==> config.mk <==
export PLATFORM = sky130hd
export DESIGN_NAME = ddcfc_config
export DESIGN_NICKNAME = d
export VERILOG_FILES = /design/src/ddcfc_pkg.sv /design/src/ddcfc_chan_counter.sv /design/src/ddcfc_config.sv
export VERILOG_INCLUDE_DIRS = /design/src
export SDC_FILE = /design/constraint.sdc
export NUM_CORES = 1
export LEC_CHECK = 0
export ABC_AREA = 1
export BUFFER_PORTS_ARGS = -buffer_cell sky130_fd_sc_hd__buf_2
export CORE_MARGIN = 8
export CORE_UTILIZATION = 59
export DETAILED_ROUTE_END_ITERATION = 10
export GPL_TIMING_DRIVEN = 0
export PLACE_DENSITY = 0.85
export SYNTH_ARGS = -nofsm -noshare
export SYNTH_HDL_FRONTEND = slang
export SYNTH_SLANG_ARGS = --single-unit
==> constraint.sdc <==
create_clock -name mclk -period 2.71 [get_ports mclk]
set_input_delay 0.1355 -clock mclk [delete_from_list [all_inputs] [get_ports mclk]]
set_output_delay 0.1355 -clock mclk [all_outputs]
set_load 0.03 [all_outputs]
==> src/ddcfc_defs.svh <==
// Purpose: register offsets, field positions, reset values and masks of the downconverter config block
// Assumes: 12-bit register address, 8-bit register data
// Notes: definitions only
`ifndef DDCFC_DEFS_SVH
`define DDCFC_DEFS_SVH

`define DDCFC_ADDR_W 12
`define DDCFC_ADDR_CTRL 12'h310
`define DDCFC_ADDR_INSEL 12'h311
`define DDCFC_ADDR_OSC 12'h314

`define DDCFC_CTRL_RST 8'h00
`define DDCFC_INSEL_RST 8'h00
`define DDCFC_OSC_RST 8'h00
`define DDCFC_CTRL_MASK 8'hFF
`define DDCFC_INSEL_MASK 8'hF5
`define DDCFC_OSC_MASK 8'hFF

`define DDCFC_IFM_HI 5
`define DDCFC_IFM_LO 4
`define DDCFC_C2R_BIT 3
`define DDCFC_DEC_HI 2
`define DDCFC_DEC_LO 0
`define DDCFC_EXT_HI 7
`define DDCFC_EXT_LO 4
`define DDCFC_QSEL_BIT 2
`define DDCFC_ISEL_BIT 0
`define DDCFC_OSC_MODE_HI 7
`define DDCFC_OSC_MODE_LO 4
`define DDCFC_OSC_SEL_HI 3
`define DDCFC_OSC_SEL_LO 0

`define DDCFC_DEC_EXTENDED 3'h7
`define DDCFC_OSC_MODE_DIRECT 4'h0
`define DDCFC_OSC_MODE_PINS 4'h1
`define DDCFC_OSC_MODE_EDGE_A 4'h8
`define DDCFC_OSC_MODE_EDGE_B 4'hA

`define DDCFC_STAGES_RST 7'h03
`define DDCFC_RATIO_RST 6'h04

`endif

==> src/ddcfc_pkg.sv <==
// Purpose: shared types of the downconverter config block
// Assumes: nothing
// Notes: stage bit order is hb1, hb2, hb3, hb4, tb1, tb2, fb2 from bit 0
`default_nettype none

package ddcfc_pkg;

	typedef enum logic [1:0] {
		DDCFC_IF_VARIABLE,
		DDCFC_IF_ZERO,
		DDCFC_IF_QUARTER,
		DDCFC_IF_TEST
	} ddcfc_if_mode_t;

	typedef struct packed {
		logic [6:0] stages;
		logic [5:0] ratio;
		logic known;
		logic half_ok;
	} ddcfc_casc_t;

endpackage : ddcfc_pkg

`default_nettype wire

==> src/ddcfc_chan_counter.sv <==
// Purpose: oscillator channel selection, direct, from pins, or by an edge-driven counter
// Assumes: general inputs synchronous to mclk
// Notes: counter holds its value in non-edge modes
`timescale 1ns/1ps
`default_nettype none
`include "ddcfc_defs.svh"

module ddcfc_chan_counter (
	input wire logic mclk,
	input wire logic reset,
	input wire logic [3:0] sel_mode,
	input wire logic [3:0] sel_field,
	input wire logic general_input_a_zero,
	input wire logic general_input_b_zero,
	output logic [3:0] channel_reg
);

	logic a_prev_reg;
	logic b_prev_reg;
	logic [3:0] count_reg;
	logic [3:0] count_next;
	logic [3:0] channel_next;
	wire rise_a = general_input_a_zero & ~a_prev_reg;
	wire rise_b = general_input_b_zero & ~b_prev_reg;
	wire edge_a_mode = (sel_mode == `DDCFC_OSC_MODE_EDGE_A);
	wire edge_b_mode = (sel_mode == `DDCFC_OSC_MODE_EDGE_B);
	wire step = (edge_a_mode & rise_a) | (edge_b_mode & rise_b); // see RULE_14
	wire at_limit = (count_reg >= sel_field);

	// wrap after the limit value is reached
	assign count_next = step ? (at_limit ? 4'h0 : 4'(count_reg + 4'h1)) : count_reg; // see RULE_13

	assign channel_next = (sel_mode == `DDCFC_OSC_MODE_DIRECT) ? sel_field : // see RULE_12 see RULE_15
		(sel_mode == `DDCFC_OSC_MODE_PINS) ? {2'h0, general_input_b_zero, general_input_a_zero} :
		(edge_a_mode | edge_b_mode) ? count_reg : channel_reg;

	always_ff @(posedge mclk) begin
		if (reset) begin
			a_prev_reg <= 1'b0;
			b_prev_reg <= 1'b0;
			count_reg <= 4'h0;
			channel_reg <= 4'h0;
		end else begin
			a_prev_reg <= general_input_a_zero;
			b_prev_reg <= general_input_b_zero;
			count_reg <= count_next;
			channel_reg <= channel_next;
		end
	end
endmodule : ddcfc_chan_counter

`default_nettype wire

==> src/ddcfc_config.sv <==
// Purpose: configuration registers and decode for downconverter channel 0
// Assumes: register port synchronous to mclk, read data one cycle after rd_en
// Notes: all outputs are flip-flops; decoded outputs follow register writes after one further cycle, rd_data_reg loads only on rd_en
// Behaviour
// RULE_01 - two-bit offset mode: variable, zero, quarter sample rate, test
// RULE_02 - real output bit clear gives I and Q; set gives real via quarter-rate mix
// RULE_03 - codes 000/001/010 enable halfbands 1-2, 1-3, 1-4; ratios 4, 8, 16, halved real
// RULE_04 - code 011 uses halfband one only; ratio 2, or 1 for real
// RULE_05 - codes 100/101/110 add second third-band stage; ratios 6, 12, 24, halved real
// RULE_06 - main code 111 takes cascade and ratio from extended field
// RULE_07 - extended field ignored unless main code is all ones
// RULE_08 - extended code 0: second third-band plus four halfbands; 48, or 24 real
// RULE_09 - extended 2, 3, 4: fifth-band with one to three halfbands; 10, 20, 40
// RULE_10 - extended 7, 8, 9: first third-band cascades; 3, 15, 30; no halving
// RULE_11 - bit 2 picks Q source, bit 0 picks I source; 0 is A, 1 is B
// RULE_12 - select mode 0 takes oscillator channel straight from channel field
// RULE_13 - edge mode counter wraps to zero after reaching channel field value
// RULE_14 - mode 1000 counts rising edges of input A0, 1010 of input B0
// RULE_15 - four-bit channel field picks one of sixteen oscillator channels
// RULE_16 - reserved bits read zero; unknown extended codes keep the current cascade
// RULE_17 - all fields reset to zero, giving the default configuration
`timescale 1ns/1ps
`default_nettype none
`include "ddcfc_defs.svh"

module ddcfc_config (
	input wire logic mclk,
	input wire logic reset,
	input wire logic wr_en,
	input wire logic rd_en,
	input wire logic [11:0] reg_addr,
	input wire logic [7:0] wr_data,
	input wire logic general_input_a_zero,
	input wire logic general_input_b_zero,
	output logic [7:0] rd_data_reg,
	output ddcfc_pkg::ddcfc_if_mode_t if_mode_reg,
	output logic real_only_reg,
	output logic quarter_mix_en_reg,
	output logic q_output_valid_reg,
	output logic [6:0] stage_en_reg,
	output logic [5:0] decim_ratio_reg,
	output logic real_half_unsupported_reg,
	output logic i_src_b_reg,
	output logic q_src_b_reg,
	output logic [3:0] osc_channel_reg
);

	logic [7:0] ctrl_reg;
	logic [7:0] insel_reg;
	logic [7:0] osc_reg;
	logic [7:0] rd_data_next;
	ddcfc_pkg::ddcfc_casc_t casc;
	logic [6:0] stage_en_next;
	logic [5:0] decim_ratio_next;
	ddcfc_pkg::ddcfc_if_mode_t if_mode_next;
	logic real_only_next;
	logic q_output_valid_next;
	logic real_half_unsupported_next;
	logic i_src_b_next;
	logic q_src_b_next;

	// full cascade decode from main and extended codes
	function automatic ddcfc_pkg::ddcfc_casc_t cascade(input logic [2:0] main_code, input logic [3:0] ext_code);
		ddcfc_pkg::ddcfc_casc_t c;
		c.stages = 7'h00;
		c.ratio = 6'h00;
		c.known = 1'b1;
		c.half_ok = 1'b1;
		case (main_code)
			3'h0: begin
				c.stages = 7'h03; // see RULE_03
				c.ratio = 6'h04;
			end
			3'h1: begin
				c.stages = 7'h07; // see RULE_03
				c.ratio = 6'h08;
			end
			3'h2: begin
				c.stages = 7'h0F; // see RULE_03
				c.ratio = 6'h10;
			end
			3'h3: begin
				c.stages = 7'h01; // see RULE_04
				c.ratio = 6'h02;
			end
			3'h4: begin
				c.stages = 7'h21; // see RULE_05
				c.ratio = 6'h06;
			end
			3'h5: begin
				c.stages = 7'h23; // see RULE_05
				c.ratio = 6'h0C;
			end
			3'h6: begin
				c.stages = 7'h27; // see RULE_05
				c.ratio = 6'h18;
			end
			default: begin
				// extended field consulted only here
				case (ext_code) // see RULE_06 see RULE_07
					4'h0: begin
						c.stages = 7'h2F; // see RULE_08
						c.ratio = 6'h30;
					end
					4'h2: begin
						c.stages = 7'h41; // see RULE_09
						c.ratio = 6'h0A;
					end
					4'h3: begin
						c.stages = 7'h43; // see RULE_09
						c.ratio = 6'h14;
					end
					4'h4: begin
						c.stages = 7'h47; // see RULE_09
						c.ratio = 6'h28;
					end
					4'h7: begin
						c.stages = 7'h10; // see RULE_10
						c.ratio = 6'h03;
						c.half_ok = 1'b0;
					end
					4'h8: begin
						c.stages = 7'h50; // see RULE_10
						c.ratio = 6'h0F;
						c.half_ok = 1'b0;
					end
					4'h9: begin
						c.stages = 7'h52; // see RULE_10
						c.ratio = 6'h1E;
						c.half_ok = 1'b0;
					end
					default: c.known = 1'b0; // see RULE_16
				endcase
			end
		endcase
		return c;
	endfunction : cascade

	// ratio seen at the output, halved when only the real part is sent and half_ok allows it
	function automatic logic [5:0] out_ratio(input logic [5:0] ratio, input logic half_ok, input logic real_out);
		return (real_out && half_ok) ? {1'b0, ratio[5:1]} : ratio;
	endfunction : out_ratio

	wire [2:0] dec_code = ctrl_reg[`DDCFC_DEC_HI:`DDCFC_DEC_LO];
	wire [3:0] ext_code = insel_reg[`DDCFC_EXT_HI:`DDCFC_EXT_LO];
	wire c2r = ctrl_reg[`DDCFC_C2R_BIT];
	wire sel_ctrl = (reg_addr == `DDCFC_ADDR_CTRL);
	wire sel_insel = (reg_addr == `DDCFC_ADDR_INSEL);
	wire sel_osc = (reg_addr == `DDCFC_ADDR_OSC);
	wire sel_none = ~(sel_ctrl | sel_insel | sel_osc);

	assign casc = cascade(dec_code, ext_code);
	// unknown extended codes leave the active cascade untouched
	assign stage_en_next = casc.known ? casc.stages : stage_en_reg; // see RULE_16
	assign decim_ratio_next = casc.known ? out_ratio(casc.ratio, casc.half_ok, c2r) : decim_ratio_reg; // see RULE_03

	assign if_mode_next = ddcfc_pkg::ddcfc_if_mode_t'(ctrl_reg[`DDCFC_IFM_HI:`DDCFC_IFM_LO]); // see RULE_01
	assign real_only_next = c2r; // see RULE_02
	assign q_output_valid_next = ~c2r;
	// an unknown code clears the flag even though the cascade is kept
	assign real_half_unsupported_next = casc.known & ~casc.half_ok & c2r; // see RULE_10
	assign i_src_b_next = insel_reg[`DDCFC_ISEL_BIT]; // see RULE_11
	assign q_src_b_next = insel_reg[`DDCFC_QSEL_BIT];

	// reads of unmapped addresses return zero
	assign rd_data_next = sel_ctrl ? ctrl_reg :
		sel_insel ? insel_reg :
		sel_osc ? osc_reg : 8'h00;

	always_ff @(posedge mclk) begin
		if (reset) begin
			ctrl_reg <= `DDCFC_CTRL_RST; // see RULE_17
			insel_reg <= `DDCFC_INSEL_RST;
			osc_reg <= `DDCFC_OSC_RST;
		end else if (wr_en) begin
			if (sel_ctrl) begin
				ctrl_reg <= wr_data & `DDCFC_CTRL_MASK;
			end else if (sel_insel) begin
				insel_reg <= wr_data & `DDCFC_INSEL_MASK; // see RULE_16
			end else if (sel_osc) begin
				osc_reg <= wr_data & `DDCFC_OSC_MASK;
			end
		end
	end

	always_ff @(posedge mclk) begin
		if (reset) begin
			rd_data_reg <= 8'h00;
		end else if (rd_en) begin
			rd_data_reg <= rd_data_next;
		end
	end

	always_ff @(posedge mclk) begin
		if (reset) begin
			if_mode_reg <= ddcfc_pkg::DDCFC_IF_VARIABLE;
			real_only_reg <= 1'b0;
			quarter_mix_en_reg <= 1'b0;
			q_output_valid_reg <= 1'b1;
			stage_en_reg <= `DDCFC_STAGES_RST;
			decim_ratio_reg <= `DDCFC_RATIO_RST;
			real_half_unsupported_reg <= 1'b0;
			i_src_b_reg <= 1'b0;
			q_src_b_reg <= 1'b0;
		end else begin
			if_mode_reg <= if_mode_next;
			real_only_reg <= real_only_next;
			quarter_mix_en_reg <= real_only_next;
			q_output_valid_reg <= q_output_valid_next;
			stage_en_reg <= stage_en_next;
			decim_ratio_reg <= decim_ratio_next;
			real_half_unsupported_reg <= real_half_unsupported_next;
			i_src_b_reg <= i_src_b_next;
			q_src_b_reg <= q_src_b_next;
		end
	end

	ddcfc_chan_counter u_chan (
		.mclk(mclk),
		.reset(reset),
		.sel_mode(osc_reg[`DDCFC_OSC_MODE_HI:`DDCFC_OSC_MODE_LO]),
		.sel_field(osc_reg[`DDCFC_OSC_SEL_HI:`DDCFC_OSC_SEL_LO]),
		.general_input_a_zero(general_input_a_zero),
		.general_input_b_zero(general_input_b_zero),
		.channel_reg(osc_channel_reg)
	);
endmodule : ddcfc_config

`default_nettype wire

## Word-level counts from Yosys, hierarchy flattened

Index checks and enable logic that the tools add are counted.

- Input bits: 26
- Output and inout port bits: 33
- Logic and storage cells: 74
- Bits in registers: 60
- Memory bits (read-only): 0
- Latch bits: 0
- Memories: 0
- Memory bits (writable): 0

- $mul: 0
- Multiplexer cells: 13
- Add/subtract/negate cells: 1
- $lt $le $gt $ge: 1
- Bitwise gates (word level): 14
- Eq/ne operators: 18
- Reduce and logical (&&, ||, !) cells: 11
- Div/mod/pow operators: 0
- Shifts and indexed selects: 0

Operators by type and width:

| kind | count |
|---|---|
| $pmux W13 S7 | 2 |
| $eq A12 B10 Y1 const B | 3 |
| $mux W8 | 3 |
| $eq A4 B4 Y1 const B | 4 |
| $mux W4 | 4 |
| $reduce_or A7 Y1 | 2 |
| $eq A3 B3 Y1 const B | 3 |
| $eq A4 B2 Y1 const B | 2 |
| $eq A4 B3 Y1 const B | 2 |
| $logic_not A4 Y1 | 2 |
| $and A1 B1 Y1 | 6 |
| $eq A3 B2 Y1 const B | 2 |
| $mux W6 | 1 |
| $not A1 Y1 | 6 |
| $add A4 B1 Y4 const B | 1 |
| $eq A4 B1 Y1 const B | 1 |
| $ge A4 B4 Y1 | 1 |
| $reduce_and A4 Y1 | 1 |
| $eq A3 B1 Y1 const B | 1 |
| $logic_not A3 Y1 | 1 |
| $reduce_and A3 Y1 | 1 |
| $reduce_bool A3 Y1 | 1 |
| $reduce_or A3 Y1 | 1 |
| $mux W1 | 2 |
| other kinds (4) | 5 |

## Longest topological paths before layout

- Word-level depth: 7
- Gate-level depth with buffers: 11
- Mapped depth without buffers: 11

## Modules after synthesis

From an unflattened synthesis, not the netlist that was laid out.

- Cells, all modules: 427
- Area total of the unflattened synthesis: 3135.5 um2

By module, submodules not included:

| module | times used | area an instance (um2) | cells each | sequential area each (um2) |
|---|---|---|---|---|
| ddcfc_config | 1 | 2413.6 | 325 | 1001.0 |
| ddcfc_chan_counter | 1 | 721.9 | 102 | 200.2 |

## Worst setup path after synthesis

Ideal clock, no wire load.

- Path type: reg-to-reg
- Start point: register osc_reg[1]
- End point: register u_chan.count_reg[1]
- Path buffers: 0
- Library setup time: 116 ps
- Data arrival time: 1107 ps
- Required time: 2594 ps
- Setup slack: 1487 ps
- Stages on the path, launching flop included: 10
- Period minus slack after synthesis: 1223 ps
- Cells stage by stage: dfxtp_1 -> inv_1 -> ha_1 -> inv_1 -> o21bai_1 -> nand3_1 -> nand3_1 -> nand2_1 -> nand2_1 -> nor2_1

- Longest elaborated chain between the ends: 2

Ends and longest elaborated chain:

| item | line | text |
|---|---|---|
| from (decl) | ddcfc_config.sv:50 | `logic [7:0] osc_reg;` |
| from (signal assigned) | ddcfc_config.sv:174 | `` osc_reg <= `DDCFC_OSC_RST; `` |
| from (signal assigned) | ddcfc_config.sv:181 | `` osc_reg <= wr_data & `DDCFC_OSC_MASK; `` |
| $ge A4 B4 Y1 | ddcfc_chan_counter.sv:28 | `wire at_limit = (count_reg >= sel_field);` |
| $mux W4 | ddcfc_chan_counter.sv:31 | `assign count_next = step ? (at_limit ? 4'h0 : 4'(count_reg + 4'h1)) : count_reg;` |
| to (signal assigned) | ddcfc_chan_counter.sv:46 | `count_reg <= count_next;` |
| to (decl) | ddcfc_chan_counter.sv:20 | `logic [3:0] count_reg;` |

Every way passes these cells.
A chain may end at the register's enable or synchronous reset.

## Final worst setup path

- Start point: register osc_reg[1]
- End point: register u_chan.count_reg[3]

The elaborated chain is that of the path after synthesis.

==> flow_summary_export.csv <==
group,metric,value,unit
outcome,outcome,"completed",
floorplan,ios,59,
route,wl,7790,µm
setup_path,crit_chain,"inv_1 > ha_1 > inv_1 > o21bai_1 > nand3_1 > nand3_1 > nand2_1 > nand2_1 > nor2_1",
logic_synthesis,synth_area_per_cell,7.42,µm²
placement,hpwlAfterDp,5870,µm
route,drc_errors,0,
setup_path,worstReg2RegStart,"osc_reg[1]",
sta,max_clock_freq,701,MHz
grt,grtUsageTotal,21.1,%
pwr,power_per_cell_area,516,nW/µm²
cells_and_area,diodes,0,
grt,grt-ovfl-total,0,
setup_path,worstSetupEndpointType,"flip-flop",
logic_synthesis,synth_top_area_share,39.6,%
floorplan,fp.dieH,87.7,µm
route,routedWlPerCell,14.1,µm
logic_synthesis,seq_area_frac_synth,39.6,%
pwr,p_sw,439,µW
placement,globalplace.congestion,0.919,
floorplan,core,5040,µm²
sta,maxSlewViolCount,0,
pwr,switching_share,23.5,%
cells_and_area,stdcell_count,552,
route,avgViaCountPerCell,5.45,
pwr,internal_power,1430,µW
clock_tree,clock_path_buffers,2,
floorplan,rows,26,
route,routed-via-count,3009,
setup_path,ff2ff_setup_slack,1280,ps
cells_and_area,final_common_cell,"nand2_1",
clock_tree,cts_hold_buf,0,
sta,fin_setup_tns,0,ps
setup_path,worstPathRequired,2950,ps
logic_synthesis,synth.distinct_cells,38,
sta,grt_setup_unrepaired,"no",
sta,skew,8.00,ps
sta,slew_headroom,53.8,%
setup_path,worst-r2r-cell-count,9,
setup_path,cp_max_fo,4,
floorplan,die_w,87.7,µm
clock_tree,clk_pin_slew,70,ps
sta,setup_viol,0,
clock_tree,clock_latency,350,ps
logic_synthesis,synth-seq-cells,60,
placement,dp.cells,536,
setup_path,worst_r2r_endpoint,"u_chan.count_reg[3]",
route,ant_nets,0,
placement,port_buffers,57,
cells_and_area,multiInputGateArea,1570,µm²
sta,finalHoldViolCount,0,
hold_path,hold_class,"primary input to flip-flop",
logic_synthesis,synth_area,3030,µm²
clock_tree,htree_levels,3,
route,first_pass_iters,8,
cells_and_area,nFillCells,427,
logic_synthesis,synthTopCellsByArea,"dfxtp_1, nand2_1, a21oi_1",
placement,pre_cts_slack,1310,ps
clock_tree,cts_tree,"built",
sta,timing.final.ws_setup,1280,ps
pwr,peakVddDrop,0.426,mV
setup_path,crit_start,"osc_reg[1]",
pwr,power_leakage,0.00166,µW
sta,worst_slew_pin_slew,693,ps
logic_synthesis,synthCells,409,
clock_tree,cts-root-buf,"clkbuf_8",
floorplan,die_area,7690,µm²
flow_run,cap_violations,0,
cells_and_area,drive_above_1_share,27.2,%
pwr,p_clk_share,48.1,%
setup_path,path_class,"flip-flop to flip-flop",
sta,fin_crit_sh,52.7,%
grt,grt_pass1_vias,2847,
clock_tree,cts.sinks,60,
setup_path,slowest_delay,360,ps
hold_path,hold_end,"u_chan.a_prev_reg",
clock_tree,post_cts_buffers,0,
cells_and_area,nets,508,
sta,period_minus_slack,1430,ps
logic_synthesis,syn-num-nets,440,
logic_synthesis,yosysWarnings,0,
pwr,p_comb_share,4.6,%
pwr,p_seq_share,47.4,%
cells_and_area,regArea,1200,µm²
hold_path,holdPathStages,3,
grt,grt_pass1_wl,12600,µm
cells_and_area,syn_to_final_growth,19.4,%
route,initialDrtViolationCount,242,
logic_synthesis,synth.largest_area_cell,"dfxtp_1",
hold_path,hp-start,"general_input_a_zero",
floorplan,initial_core_util,60.2,%
clock_tree,cts_resized,0,
grt,antenna_found_initial,0,
setup_path,cp-start-kind,"flip-flop",
setup_path,slowest_stage,"dfxtp_1",
cells_and_area,most-common-layout-cells,"nand2_1, dfxtp_1, buf_2, inv_1",
grt,grt_max_degree,12,
setup_path,arrival,1670,ps
clock_tree,cts_buffers,9,
==> stage by stage <==
stage	util [%]	power, µW	hold slack [ps]	instance area, µm²
finish	71.8	1870	24.8	3620
global route	71.8	1920	40.6	3620
CTS	71.8	1870	13.3	3620
detailed placement	67.6	989	390	3410
global placement	67.6	987	368	3410
floorplan	-	950	257	3030
==> synthesized netlist by cell type <==
master and count:
o21ai_1 4, or2_0 1, o21ai_0 23, xnor2_1 1, buf_6 3, nor2_4 5
ha_1 5, nand2_4 4, nand3b_1 1, xor2_1 1, o22ai_1 1, or2_2 1
nand2_2 10, nor2_1 36, nand3_1 33, o21ai_2 1, buf_2 1, inv_6 1
buf_4 1, nor3_2 1, clkbuf_1 4, inv_2 8, nand3_2 3, a31oi_1 1
dfxtp_1 60, nor2_8 2, a211oi_2 6, nor3_1 2, inv_1 40, o211ai_1 6
nand3_4 1, nand4_1 4, o21bai_1 1, a21oi_1 36, a21oi_2 6, buf_1 3
nor2_2 5, nand2_1 87
==> worst max-delay path, delay by kind of cell, from the launching register on <==
family	cells	cell delay, ps
adders and majority gates	1	310
DFF	1	360
buffers and inverters	2	150
and+or+nand+nor	5	390
AOI/OAI and AO/OA	1	110
==> cell families after synthesis <==
family          count (synthesis)  synth area share [%]
fa+ha+maj                       5                  2.06
flops                          60                  39.6
simple gates                  196                  32.1
xor+xnor                        2                 0.577
buf+inv                        61                  8.62
compound gates                 85                  17.0
==> per-layer routing <==
metal,GRT usage [%],vias to the layer above,share of wire (%)
met1,24.1,1382,41
met4,11.4,0,3.4
met3,5.63,29,7.6
met2,35.0,131,48
met5,0,-,0
li1,-,1467,-
==> power groups by stage <==
stage	sequential, µW	clock (µW)	combinational (µW)
finish	886	898	85.5
global route	885	945	92.8
CTS	885	905	84.4
detailed placement	906	0	83.8
global placement	906	0	81.8
floorplan	908	0	41.3
==> cell type report <==
cell class / count / area share [%]
Multi-Input combinational cell: 288 / 43.4
Sequential cell: 60 / 33.2
Inverter: 49 / 5.22
Timing Repair Buffer: 57 / 7.88
Clock inverter: 6 / 2.42
Tap cell: 70 / 2.42
Buffer: 12 / 2.00
Clock buffer: 10 / 3.52
==> worst max path at each step <==
stage | end | cells after the start
5_1_grt | u_chan.count_reg[0] | 7
2_1_floorplan | u_chan.count_reg[1] | 9
3_3_place_gp | u_chan.count_reg[3] | 9
3_5_place_dp | osc_reg[4] | 9
6_report | u_chan.count_reg[3] | 9
4_1_cts | u_chan.count_reg[3] | 9
Note: power is estimated with default switching activity, not from simulation.
